$ cat src/hw/mmp_regs.svh
// Register offsets, field positions, reset values and timing figures.
`ifndef MMP_REGS_SVH
`define MMP_REGS_SVH
`define MMP_ADDR_W 32
`define MMP_OFS_CTRL 8'h00
`define MMP_OFS_STATUS 8'h04
`define MMP_OFS_CAP1 8'h08
`define MMP_OFS_CAP2 8'h0C
`define MMP_OFS_CHIP 8'h10
`define MMP_OFS_DIMM 8'h14
`define MMP_OFS_CORR 8'h18
`define MMP_CTRL_MIRROR 0
`define MMP_CTRL_RESTART 1
`define MMP_CTRL_SCRUB 2
`define MMP_CAP_RESET 32'h0000_0000
`define MMP_CLK_PERIOD_NS 100
`define MMP_RECOPY_S_PER_GB 6
`define MMP_WORD_BYTES 8
`define MMP_GB_BYTES 64'h0000_0000_4000_0000
`define MMP_BLINK_HALF_MS 500
`define MMP_SCRUB_GAP_CYC 64
`define MMP_TEST_WORDS 4
`define MMP_TEST_PATTERN 64'hA5A5_5A5A_C3C3_3C3C
`endif

$ cat src/hw/mmp_pkg.sv
// Types shared by the mirrored memory port controller.
package mmp_pkg;
  `include "mmp_regs.svh"

  typedef struct packed {
    logic [1:0] spare;
    logic [5:0] check;
    logic [63:0] data;
  } mmp_word_type;

  typedef struct packed {
    logic valid;
    logic write;
    logic [`MMP_ADDR_W-1:0] addr;
    mmp_word_type word;
  } mmp_preq_type;

  typedef struct packed {
    logic valid;
    mmp_word_type word;
  } mmp_presp_type;

  typedef struct packed {
    logic [5:0] syn;
    logic [63:0] data;
  } mmp_dec_type;

  typedef enum logic [1:0] {PS_ONLINE, PS_DOWN, PS_TEST, PS_RECOPY}
    mmp_pstate_type;
  typedef enum logic [1:0] {EN_IDLE, EN_BUSY, EN_DONE} mmp_eng_type;
  typedef enum logic [2:0] {OP_HOST_RD, OP_HOST_WR, OP_SCRUB_RD,
    OP_SCRUB_WB, OP_TEST_WR, OP_TEST_RD, OP_COPY_RD, OP_COPY_WR}
    mmp_op_type;

  typedef struct packed {
    logic mirror_cfg;
    logic mirror_act;
    logic scrub_en;
    logic [`MMP_ADDR_W-1:0] cap1;
    logic [`MMP_ADDR_W-1:0] cap2;
    logic [31:0] corr_cnt;
    logic [1:0] pwr;
    logic [1:0] pwr_led;
    logic [1:0] hp_led;
    mmp_pstate_type [1:0] pst;
    logic [1:0] offline;
    logic [1:0] steer_ok;
    logic [1:0][4:0] steer_chip;
    logic [1:0][4:0] second_chip;
    logic [1:0][1:0] fails;
    logic [15:0] dimm_led;
    logic predictive_failure_alert;
    logic [1:0] door_prev;
    logic [31:0] blink_cnt;
    logic blink;
    mmp_eng_type eng;
    mmp_op_type op;
    logic [1:0] rd_wait;
    logic lost;
    logic rport;
    mmp_word_type rword;
    logic [`MMP_ADDR_W-1:0] addr;
    logic [`MMP_ADDR_W-1:0] scrub_addr;
    logic scrub_port;
    logic [15:0] scrub_gap;
    logic [`MMP_ADDR_W-1:0] copy_addr;
    logic [15:0] pace;
    logic [7:0] test_idx;
    mmp_preq_type [1:0] preq;
    logic host_ack;
    logic host_err;
    logic [63:0] host_rdata;
    logic waitreq;
    logic [31:0] rdata;
  } mmp_state_type;
endpackage : mmp_pkg

$ cat src/hw/mmp_controller.sv
// Mirrored two-port memory controller reliability logic.
// Summary of operation
// - Two memory ports; sockets 1-8 on port one, 9-16 on port two.
// - Accesses interleave four ways; sockets fill in equal groups of four.
// - Each port moves one 8-byte word per transfer toward the buffers.
// - Mirroring is off at reset; the setting applies at the next restart.
// - Mirrored: host sees port-one capacity; writes go to both ports.
// - Unequal ports: only addresses below port-two capacity are mirrored.
// - Failed socket while mirrored: reads go to other port, socket lamp lit.
// - Door opened: port power off, power and hot-plug lamps off.
// - Door closed: power and lamp on, socket test, socket lamps cleared.
// - After test, recopy at 6 s/GB; hot-plug lamp blinks meanwhile.
// - Recopy done: hot-plug lamp steady, full mirrored operation resumes.
// - Each complex has its own mirroring enable in its own controller.
// - Mirroring pairs only the two ports of this one controller.
// - Word is 64 data bits, 6 check bits and 2 spare bits.
// - First failed chip is steered into spare bits with no alert.
// - Second chip failure raises the alert and lights the socket lamp.
// - A port keeps running through two whole-chip failures.
// - Mirrored third failure: alert, port offline, redundant port serves.
// - Correction repairs repeated single-bit errors of one chip.
//
// The register addresses and the Avalon-MM register port were decided locally.
`timescale 1ns/1ps
module mmp_controller
  import mmp_pkg::*;
#(
  parameter int unsigned SCRUB_GAP = `MMP_SCRUB_GAP_CYC,
  parameter int unsigned TEST_WORDS = `MMP_TEST_WORDS,
  parameter int unsigned BLINK_CYC =
    `MMP_BLINK_HALF_MS * 1000000 / `MMP_CLK_PERIOD_NS
) (
  // Clock and reset.
  input wire logic CLK,
  input wire logic RESET,
  // Register bus.
  input wire logic [7:0] AVS_ADDRESS,
  input wire logic AVS_READ,
  input wire logic AVS_WRITE,
  input wire logic [31:0] AVS_WRITEDATA,
  input wire logic [3:0] AVS_BYTEENABLE,
  output logic [31:0] AVS_READDATA,
  output logic AVS_WAITREQUEST,
  // Host access.
  input wire logic HOST_VALID,
  input wire logic HOST_WRITE,
  input wire logic [`MMP_ADDR_W-1:0] HOST_ADDR,
  input wire logic [63:0] HOST_WDATA,
  output logic HOST_ACK,
  output logic HOST_ERR,
  output logic [63:0] HOST_RDATA,
  // Memory ports toward the memory interface buffers.
  output mmp_preq_type [1:0] PORT_REQ,
  input wire logic [1:0] PORT_READY,
  input wire mmp_presp_type [1:0] PORT_RESP,
  // Access doors, power and lamps.
  input wire logic [1:0] DOOR_OPEN,
  output logic [1:0] PORT_POWER,
  output logic [1:0] LED_PORT_POWER,
  output logic [1:0] LED_HOTPLUG,
  output logic [15:0] LED_DIMM_FAIL,
  output logic PREDICTIVE_FAILURE_ALERT
);

  localparam int A = `MMP_ADDR_W;
  // Recopy pacing: least time per word, rounded up, never below a cycle.
  localparam longint CP_NUM = longint'(`MMP_RECOPY_S_PER_GB) *
    longint'(1000000000) * longint'(`MMP_WORD_BYTES);
  localparam longint CP_DEN = longint'(`MMP_GB_BYTES) *
    longint'(`MMP_CLK_PERIOD_NS);
  localparam longint CP_RAW = (CP_NUM + CP_DEN - 1) / CP_DEN;
  localparam logic [15:0] RECOPY_CYC = 16'((CP_RAW < 1) ? 1 : CP_RAW);
  localparam logic [15:0] GAP = 16'(SCRUB_GAP);
  localparam logic [31:0] BLINK = 32'(BLINK_CYC);
  localparam logic [7:0] TWORDS = 8'(TEST_WORDS);

  mmp_state_type s;
  mmp_state_type n;

  // ==========================================================
  // Check bits and spare-bit steering
  // ==========================================================
  // Bit 0 has no syndrome code; six check bits only give 63 codes.
  function automatic logic [5:0] calc_check(input logic [63:0] d);
    logic [5:0] c;
    c = 6'h00;
    for (int i = 1; i < 64; i++) begin
      if (d[i]) begin
        c = c ^ 6'(i);
      end
    end
    return c;
  endfunction : calc_check

  function automatic mmp_word_type encode(input logic [63:0] d,
      input logic ok, input logic [4:0] chip);
    mmp_word_type w;
    w.data = d;
    w.check = calc_check(d);
    w.spare = ok ? d[{chip, 1'b0} +: 2] : 2'h0;
    return w;
  endfunction : encode

  function automatic mmp_dec_type decode(input mmp_word_type w,
      input logic ok, input logic [4:0] chip);
    mmp_dec_type r;
    logic [63:0] st;
    r.data = w.data;
    r.syn = w.check ^ calc_check(w.data);
    st = w.data;
    st[{chip, 1'b0} +: 2] = w.spare;
    // Words written before steering began hold no spare copy, so a lone
    // error in the steered chip is still fixed by plain correction.
    if (ok && r.syn != 6'h00 && r.syn[5:1] != chip) begin
      r.data = st;
      r.syn = w.check ^ calc_check(st);
    end
    if (r.syn != 6'h00) begin
      r.data[r.syn] = ~r.data[r.syn];
    end
    return r;
  endfunction : decode

  function automatic logic [31:0] merge(input logic [31:0] old,
      input logic [31:0] wd, input logic [3:0] be);
    logic [31:0] r;
    r = old;
    for (int b = 0; b < 4; b++) begin
      if (be[b]) begin
        r[8*b +: 8] = wd[8*b +: 8];
      end
    end
    return r;
  endfunction : merge

  // ==========================================================
  // Next state
  // ==========================================================
  always_comb begin : next_state
    logic [1:0] insv;
    logic [1:0] wok;
    logic [1:0] tgt;
    logic hit;
    logic rep;
    logic sp;
    logic [A-1:0] la;
    logic [A-1:0] lim;
    logic launch;
    mmp_op_type lop;
    logic [1:0] ltgt;
    logic [A-1:0] laddr;
    logic [63:0] ldata;
    mmp_dec_type dec;
    logic [3:0] dimm;
    logic [31:0] regv;
    logic known;
    logic lst;
    insv = 2'b00;
    wok = 2'b00;
    tgt = 2'b00;
    hit = 1'b0;
    la = '0;
    lim = '0;
    launch = 1'b0;
    lop = OP_HOST_RD;
    ltgt = 2'b00;
    laddr = '0;
    ldata = 64'h0;
    dec = '0;
    dimm = 4'h0;
    regv = 32'h0;
    known = 1'b0;
    lst = 1'b0;
    rep = 1'b0;
    sp = 1'b0;
    n = s;
    n.host_ack = 1'b0;
    n.host_err = 1'b0;
    n.predictive_failure_alert = 1'b0;
    n.door_prev = DOOR_OPEN;
    for (int p = 0; p < 2; p++) begin
      insv[p] = s.pwr[p] && !s.offline[p] && s.pst[p] == PS_ONLINE;
    end
    rep = !(s.pst[0] == PS_TEST || s.pst[0] == PS_RECOPY);
    sp = s.scrub_port;

    // ========================================================
    // Register bus slave, one wait state per access
    // ========================================================
    if ((AVS_READ || AVS_WRITE) && s.waitreq) begin
      n.waitreq = 1'b0;
      unique case (AVS_ADDRESS)
        `MMP_OFS_CTRL: regv = {29'h0, s.scrub_en, 1'b0, s.mirror_cfg};
        `MMP_OFS_STATUS: regv = {22'h0, s.pst[1], s.pst[0], s.offline,
          s.pwr, s.blink, s.mirror_act};
        `MMP_OFS_CAP1: regv = 32'(s.cap1);
        `MMP_OFS_CAP2: regv = 32'(s.cap2);
        `MMP_OFS_CHIP: regv = {16'h0, s.steer_ok[1], s.steer_chip[1],
          s.fails[1], s.steer_ok[0], s.steer_chip[0], s.fails[0]};
        `MMP_OFS_DIMM: regv = {16'h0, s.dimm_led};
        `MMP_OFS_CORR: regv = s.corr_cnt;
        default: regv = 32'h0;
      endcase
      n.rdata = regv;
    end else begin
      n.waitreq = 1'b1;
    end
    if (AVS_WRITE && !s.waitreq) begin
      unique case (AVS_ADDRESS)
        `MMP_OFS_CTRL: begin
          if (AVS_BYTEENABLE[0]) begin
            n.mirror_cfg = AVS_WRITEDATA[`MMP_CTRL_MIRROR];
            n.scrub_en = AVS_WRITEDATA[`MMP_CTRL_SCRUB];
            if (AVS_WRITEDATA[`MMP_CTRL_RESTART]) begin
              n.mirror_act = n.mirror_cfg;
            end
          end
        end
        `MMP_OFS_CAP1: n.cap1 = A'(merge(32'(s.cap1), AVS_WRITEDATA,
          AVS_BYTEENABLE));
        `MMP_OFS_CAP2: n.cap2 = A'(merge(32'(s.cap2), AVS_WRITEDATA,
          AVS_BYTEENABLE));
        default: ;
      endcase
    end

    // ========================================================
    // Blink timer, doors and lamps
    // ========================================================
    if (s.blink_cnt >= BLINK - 32'h1) begin
      n.blink_cnt = 32'h0;
      n.blink = !s.blink;
    end else begin
      n.blink_cnt = s.blink_cnt + 32'h1;
    end
    if (s.pace != 16'h0) begin
      n.pace = s.pace - 16'h1;
    end
    if (s.scrub_gap != 16'h0) begin
      n.scrub_gap = s.scrub_gap - 16'h1;
    end
    for (int p = 0; p < 2; p++) begin
      if (DOOR_OPEN[p] && !s.door_prev[p]) begin
        n.pwr[p] = 1'b0;
        n.pwr_led[p] = 1'b0;
        n.pst[p] = PS_DOWN;
        n.preq[p].valid = 1'b0;
        if (s.rd_wait[p]) begin
          n.lost = 1'b1;
        end
        n.rd_wait[p] = 1'b0;
      end else if (!DOOR_OPEN[p] && s.door_prev[p]) begin
        n.pwr[p] = 1'b1;
        n.pwr_led[p] = 1'b1;
        n.pst[p] = PS_TEST;
        n.test_idx = 8'h0;
        n.dimm_led[8*p +: 8] = 8'h00;
        n.fails[p] = 2'h0;
        n.steer_ok[p] = 1'b0;
        n.offline[p] = 1'b0;
      end
    end

    // ========================================================
    // Access engine
    // ========================================================
    unique case (s.eng)
      EN_IDLE: begin
        if (HOST_VALID) begin
          if (s.mirror_act) begin
            hit = HOST_ADDR < s.cap1;
            la = HOST_ADDR;
          end else if (HOST_ADDR < s.cap1) begin
            hit = 1'b1;
            la = HOST_ADDR;
            tgt = 2'b01;
          end else begin
            la = HOST_ADDR - s.cap1;
            hit = la < s.cap2;
            tgt = 2'b10;
          end
          for (int p = 0; p < 2; p++) begin
            wok[p] = insv[p] || (s.pst[p] == PS_RECOPY &&
              la < s.copy_addr);
          end
          if (s.mirror_act) begin
            if (HOST_WRITE) begin
              tgt = {la < s.cap2 && wok[1], wok[0]};
            end else if (insv[0]) begin
              tgt = 2'b01;
            end else begin
              tgt = {la < s.cap2 && insv[1], 1'b0};
            end
          end else begin
            tgt = tgt & (HOST_WRITE ? wok : insv);
          end
          if (!hit || tgt == 2'b00) begin
            n.host_err = 1'b1;
            n.host_ack = 1'b1;
            n.eng = EN_DONE;
          end else begin
            launch = 1'b1;
            lop = HOST_WRITE ? OP_HOST_WR : OP_HOST_RD;
            ltgt = tgt;
            laddr = la;
            ldata = HOST_WDATA;
          end
        end else if (s.pst[rep] == PS_TEST) begin
          launch = 1'b1;
          lop = OP_TEST_WR;
          ltgt = rep ? 2'b10 : 2'b01;
          laddr = A'(s.test_idx);
          ldata = `MMP_TEST_PATTERN ^ 64'(s.test_idx);
        end else if (s.pst[rep] == PS_RECOPY) begin
          if (s.copy_addr >= s.cap2 || !insv[!rep]) begin
            n.pst[rep] = PS_ONLINE;
          end else if (s.pace == 16'h0) begin
            launch = 1'b1;
            lop = OP_COPY_RD;
            ltgt = rep ? 2'b01 : 2'b10;
            laddr = s.copy_addr;
          end
        end else if (s.scrub_en && s.scrub_gap == 16'h0) begin
          lim = sp ? s.cap2 : s.cap1;
          if (!insv[sp] || s.scrub_addr >= lim) begin
            n.scrub_port = !sp;
            n.scrub_addr = '0;
          end else begin
            launch = 1'b1;
            lop = OP_SCRUB_RD;
            ltgt = sp ? 2'b10 : 2'b01;
            laddr = s.scrub_addr;
          end
        end
      end
      EN_BUSY: begin
        for (int p = 0; p < 2; p++) begin
          if (s.preq[p].valid && PORT_READY[p]) begin
            n.preq[p].valid = 1'b0;
          end
          if (s.rd_wait[p] && PORT_RESP[p].valid) begin
            n.rd_wait[p] = 1'b0;
            n.rword = PORT_RESP[p].word;
          end
        end
        if (!n.preq[0].valid && !n.preq[1].valid && n.rd_wait == 2'b00)
        begin
          dec = decode(n.rword, s.steer_ok[s.rport],
            s.steer_chip[s.rport]);
          lst = n.lost;
          n.eng = EN_IDLE;
          n.lost = 1'b0;
          unique case (s.op)
            OP_HOST_RD, OP_HOST_WR: begin
              if (s.op == OP_HOST_RD) begin
                n.host_rdata = dec.data;
              end
              n.host_err = lst;
              n.host_ack = 1'b1;
              n.eng = EN_DONE;
            end
            OP_SCRUB_RD: begin
              if (lst || dec.syn == 6'h00) begin
                n.scrub_addr = s.scrub_addr + A'(1);
                n.scrub_gap = GAP;
              end else begin
                n.corr_cnt = s.corr_cnt + 32'h1;
                lim = s.rport ? s.cap2 : s.cap1;
                dimm = {s.rport, s.addr >= (lim >> 1),
                  s.addr[1:0]};
                known = (s.steer_ok[s.rport] &&
                    dec.syn[5:1] == s.steer_chip[s.rport]) ||
                  (s.fails[s.rport] >= 2'h2 &&
                    dec.syn[5:1] == s.second_chip[s.rport]);
                if (!known) begin
                  unique case (s.fails[s.rport])
                    2'h0: begin
                      n.steer_ok[s.rport] = 1'b1;
                      n.steer_chip[s.rport] = dec.syn[5:1];
                      n.fails[s.rport] = 2'h1;
                    end
                    2'h1: begin
                      n.predictive_failure_alert = 1'b1;
                      n.second_chip[s.rport] = dec.syn[5:1];
                      n.dimm_led[dimm] = 1'b1;
                      n.fails[s.rport] = 2'h2;
                    end
                    default: begin
                      n.predictive_failure_alert = 1'b1;
                      n.dimm_led[dimm] = 1'b1;
                      n.fails[s.rport] = 2'h3;
                      if (s.mirror_act) begin
                        n.offline[s.rport] = 1'b1;
                      end
                    end
                  endcase
                end
                launch = 1'b1;
                lop = OP_SCRUB_WB;
                ltgt = s.rport ? 2'b10 : 2'b01;
                laddr = s.addr;
                ldata = dec.data;
              end
            end
            OP_SCRUB_WB: begin
              n.scrub_addr = s.scrub_addr + A'(1);
              n.scrub_gap = GAP;
            end
            OP_TEST_WR: begin
              launch = 1'b1;
              lop = OP_TEST_RD;
              ltgt = s.rport ? 2'b10 : 2'b01;
              laddr = s.addr;
            end
            OP_TEST_RD: begin
              if (s.pst[s.rport] != PS_TEST) begin
                n.test_idx = 8'h0;
              end else if (lst || dec.data !=
                  (`MMP_TEST_PATTERN ^ 64'(s.test_idx))) begin
                n.pst[s.rport] = PS_DOWN;
                n.dimm_led[{s.rport, 1'b0, s.test_idx[1:0]}] = 1'b1;
              end else if (s.test_idx == TWORDS - 8'h1) begin
                n.copy_addr = '0;
                n.pace = 16'h0;
                n.pst[s.rport] = (s.mirror_act && insv[!s.rport]) ?
                  PS_RECOPY : PS_ONLINE;
              end else begin
                n.test_idx = s.test_idx + 8'h1;
              end
            end
            OP_COPY_RD: begin
              if (!lst) begin
                launch = 1'b1;
                lop = OP_COPY_WR;
                ltgt = s.rport ? 2'b01 : 2'b10;
                laddr = s.addr;
                ldata = dec.data;
              end
            end
            OP_COPY_WR: begin
              n.copy_addr = s.copy_addr + A'(1);
              n.pace = RECOPY_CYC - 16'h1;
            end
          endcase
        end
      end
      EN_DONE: n.eng = EN_IDLE;
      default: n.eng = EN_IDLE;
    endcase

    // Start a transfer; write data is encoded with each port's steering.
    if (launch) begin
      n.eng = EN_BUSY;
      n.op = lop;
      n.addr = laddr;
      n.rport = ltgt[1];
      n.lost = 1'b0;
      for (int p = 0; p < 2; p++) begin
        n.preq[p].valid = ltgt[p] && n.pwr[p];
        n.preq[p].write = lop inside {OP_HOST_WR, OP_SCRUB_WB,
          OP_TEST_WR, OP_COPY_WR};
        n.preq[p].addr = laddr;
        n.preq[p].word = encode(ldata, n.steer_ok[p],
          n.steer_chip[p]);
        n.rd_wait[p] = n.preq[p].valid && !n.preq[p].write;
      end
    end

    // Hot-plug lamp: steady when replaceable, blinking while rebuilding.
    for (int p = 0; p < 2; p++) begin
      unique case (n.pst[p])
        PS_ONLINE: n.hp_led[p] = s.mirror_act;
        PS_DOWN: n.hp_led[p] = 1'b0;
        default: n.hp_led[p] = n.blink;
      endcase
    end

    if (RESET) begin
      n = '0;
      n.waitreq = 1'b1;
      n.pwr = 2'b11;
      n.pwr_led = 2'b11;
      n.cap1 = `MMP_CAP_RESET;
      n.cap2 = `MMP_CAP_RESET;
    end
  end

  // ==========================================================
  // State register and outputs
  // ==========================================================
  always_ff @(posedge CLK) begin
    s <= n;
  end

  assign AVS_READDATA = s.rdata;
  assign AVS_WAITREQUEST = s.waitreq;
  assign HOST_ACK = s.host_ack;
  assign HOST_ERR = s.host_err;
  assign HOST_RDATA = s.host_rdata;
  assign PORT_REQ = s.preq;
  assign PORT_POWER = s.pwr;
  assign LED_PORT_POWER = s.pwr_led;
  assign LED_HOTPLUG = s.hp_led;
  assign LED_DIMM_FAIL = s.dimm_led;
  assign PREDICTIVE_FAILURE_ALERT = s.predictive_failure_alert;

endmodule : mmp_controller

$ cat config.mk
export PLATFORM = sky130hd
export DESIGN_NAME = mmp_controller
export DESIGN_NICKNAME = d
export VERILOG_FILES = /design/src/hw/mmp_pkg.sv /design/src/hw/mmp_controller.sv
export VERILOG_INCLUDE_DIRS = /design/src /design/src/hw
export SDC_FILE = /design/constraint.sdc
export NUM_CORES = 2
export LEC_CHECK = 0
export BUFFER_PORTS_ARGS = -buffer_cell sky130_fd_sc_hd__buf_2
export CAP_MARGIN = 30
export CORE_MARGIN = 1.5
export CORE_UTILIZATION = 40
export CTS_BUF_LIST = sky130_fd_sc_hd__clkbuf_4
export CTS_CLUSTER_DIAMETER = 120
export DETAILED_ROUTE_END_ITERATION = 10
export PLACE_DENSITY = 0.66
export SLEW_MARGIN = 25
export SYNTH_ARGS = -nofsm -noshare
export SYNTH_HDL_FRONTEND = slang
export SYNTH_SLANG_ARGS = --single-unit
export TNS_END_PERCENT = 5
$ cat constraint.sdc
create_clock -name CLK -period 18.9 [get_ports CLK]
set_input_delay 1.89 -clock CLK [delete_from_list [all_inputs] [get_ports CLK]]
set_output_delay 1.89 -clock CLK [all_outputs]
set_load 0.01 [all_outputs]
==> impl_metrics.py <==
metrics = {
    "status": {
        "status": "finished clean",
    },
    "min_path": {
        "hp-class": "reg -> reg",
        "min_to": "PORT_REQ[177]",
        "min_from": "PORT_REQ[177]",
        "hold_depth": 2,
    },
    "place": {
        "dp_hpwl_um": 170000,
        "port_buffers": 629,
        "gp_congestion": 1.05,
        "dpl_cell_area_mm2": 0.0509,
        "pre_cts_slack_ns": 5.44,
    },
    "worst_setup_path": {
        "arrival_ns": 13.95,
        "worstSetupPathType": "reg -> reg",
        "reg2reg_depth": 29,
        "crit_path_top_delay_cell": "ha_1",
        "crit_path_max_incr_delay_ns": 0.91,
        "path_max_fanout": 57,
        "r2r-start": "s[520]",
        "r2r-end": "s[364]",
        "end_kind": "flip-flop",
        "start_kind": "flip-flop",
        "cp.required_ns": 19.97,
        "r2r_setup_slack_ns": 6.02,
    },
    "die": {
        "rows": 127,
        "floorplan.initialDensity_pct": 40.4,
        "die_area_mm2": 0.123,
        "io_pins": 630,
        "fp.dieH_um": 351,
        "die_w_um": 351,
        "coreArea_mm2": 0.120,
    },
    "logic_synthesis": {
        "synth.avg_cell_area_um2": 7.87,
        "synthArstFlopShare_pct": 0,
        "ys.flop_type": "dfxtp_1",
        "synth_edf_count": 0,
        "synth_top_area_cell": "dfxtp_1",
        "synth-seq-cells": 583,
        "synth_top_area_share_pct": 24.0,
        "ys_seq_area_share_pct": 24.0,
        "yosysUniqueCellTypes": 111,
        "synth_area_mm2": 0.0485,
        "syn_inst": 6171,
        "yosysWarningCount": 0,
        "synth_area_leaders": "dfxtp_1 (24%), xnor2_1 (7.0%), mux2i_1 (6.7%), nor2_1 (6.2%), ha_1 (6.1%)",
    },
    "power_and_ir_drop": {
        "p_leak_nw": 21.4,
        "total_power_mw": 4.61,
        "vdd_drop_max_mv": 0.0813,
        "cellPowerDensity_mw_per_mm2": 86.8,
    },
    "cells_and_area": {
        "fin_area_mm2": 0.0531,
        "fillCellCount": 12306,
        "multiInputGateArea_mm2": 0.0324,
        "area_growth_pct": 9.42,
        "regArea_mm2": 0.0117,
        "layout_common_cells": "nor2_1 (802), buf_2 (630), dfxtp_1 (581), nand2_1 (565), a21oi_1 (493)",
        "drive_gt1_share_pct": 18.7,
        "layout_commonest_cell": "nor2_1",
        "nets": 6948,
    },
    "sta": {
        "clock.fmax_mhz": 77.6,
        "hold_violations": 0,
        "finalCritPeriodShare_pct": 68.1,
        "tightest_slew_ns": 1.13,
        "setup_violations": 0,
        "fin_ws_ns": 6.02,
        "slew_headroom_pct": 22.3,
        "drv_slew": 0,
        "skew_ns": 0.0869,
        "tns_ns": 0,
        "rsz0062_at_grt": "no",
        "finalWorstPathRequiredPeriod_ns": 12.88,
    },
    "run": {
        "max_cap_violations": 0,
    },
    "routing": {
        "route.detailed.drc": 0,
        "dr.pass1.iters": 6,
        "drt_iter0_markers": 5790,
        "antenna_left": 0,
        "vias": 49023,
        "wl_per_cell_um": 26.8,
        "viasPerCell": 6.00,
        "routed_wirelength_um": 219000,
    },
    "global_routing": {
        "grt_max_degree": 181,
        "grt_pass1_wl_um": 310000,
        "track_usage_pct": 34.0,
        "first_global_vias": 45514,
        "gr-total-overflow": 0,
        "antenna_found_initial": 24,
    },
    "clock_tree": {
        "postCtsHoldBufs": 0,
        "htree_levels": 4,
        "clkSinkCount": 583,
        "cts_tree": "done",
        "clk_latency_ns": 1.19,
        "cts_setup_buffers": 0,
        "root_buffer": "clkbuf_4",
        "path_clk_slew_ns": 0.07,
        "cts_buffers": 169,
        "cts.path.max_buffers": 3,
        "post_cts_resized": 0,
    },
}
## worst max-delay path: cells and delay by family (launching register included)
kind	cells	cell delay (ns)
compound gates	8	2.18
xor+xnor	4	1.52
mux	3	1.15
flops	1	0.81
buf+inv	3	0.88
simple gates	10	5.25
fa+ha+maj	1	0.91
## through the flow
stage               hold WS [ns]  utilization [%]  instances
finish                     0.451             44.2       8168
global route               0.468             44.2       8162
CTS                        0.454             44.1       8147
detailed placement         0.441             42.4       7850
global placement           0.435             42.3       7848
floorplan                  0.426                -       6179
## registers in the layout (all words and copies together), names as in the netlist, 2 cells and up, named ones only
signal,flops
PORT_POWER,2
s,341
AVS_READDATA,32
LED_HOTPLUG,2
PORT_REQ,109
LED_PORT_POWER,2
HOST_RDATA,64
LED_DIMM_FAIL,16
## power by group
part | switching [mW] | internal, mW | leakage [nW]
clock network | 0.627 | 0.595 | 1.27
registers | 0.0635 | 1.28 | 4.72
logic | 1.34 | 0.697 | 15.4
## kinds of logic after synthesis
group | Yosys count | synth area share, %
mux | 430 | 9.59
fa+ha+maj | 236 | 6.10
flops | 583 | 24.0
compound gates | 1433 | 19.1
other cells | 1 | 0.00773
xor+xnor | 632 | 13.3
simple gates | 1973 | 18.2
buf+inv | 883 | 9.64
## how the worst max path moves through the flow
| stage | startpoint | to | slack (ns) | cells after the start |
|---|---|---|---|---|
| after global placement | PORT_RESP[145] | s[362] | 5.53 | 29 |
| final | s[520] | s[364] | 6.02 | 29 |
| after global routing | s[520] | s[366] | 5.66 | 28 |
| after detailed placement | PORT_RESP[145] | s[360] | 5.44 | 29 |
| after floorplan | HOST_ADDR[0] | PORT_REQ[175] | 7.77 | 45 |
| after CTS | s[520] | s[364] | 6.19 | 27 |
## layout make-up
type / count / share of cell area (%)
Antenna cell: 14 / 0.0660
Clock buffer: 234 / 3.31
Clock inverter: 63 / 0.683
Inverter: 189 / 1.34
Multi-Input combinational cell: 4713 / 61.0
Sequential cell: 583 / 22.0
Tap cell: 1612 / 3.80
Timing Repair Buffer: 760 / 7.82
## cells in the mapped netlist (62+ instances only)
library cell / n
o21ai_0: 185
dfxtp_1: 583
a31oi_1: 94
mux2_2: 83
mux2i_1: 326
xor2_1: 175
nand2_1: 567
xnor3_1: 62
nand3_1: 104
xnor2_1: 389
a211oi_1: 79
nor2_1: 807
clkbuf_1: 267
ha_1: 235
a21o_1: 94
nor3_1: 109
buf_4: 342
a22oi_1: 83
inv_1: 188
a21oi_1: 493
## metal layers
layer	up-vias	global-route usage [%]	share of wire (%)
met5	-	0	0.051
met4	18	19.3	6.3
met2	2892	53.6	44
met3	687	8.09	10
met1	23386	42.4	39
li1	22040	-	-
No activity file was read; power rests on OpenSTA's default activity.
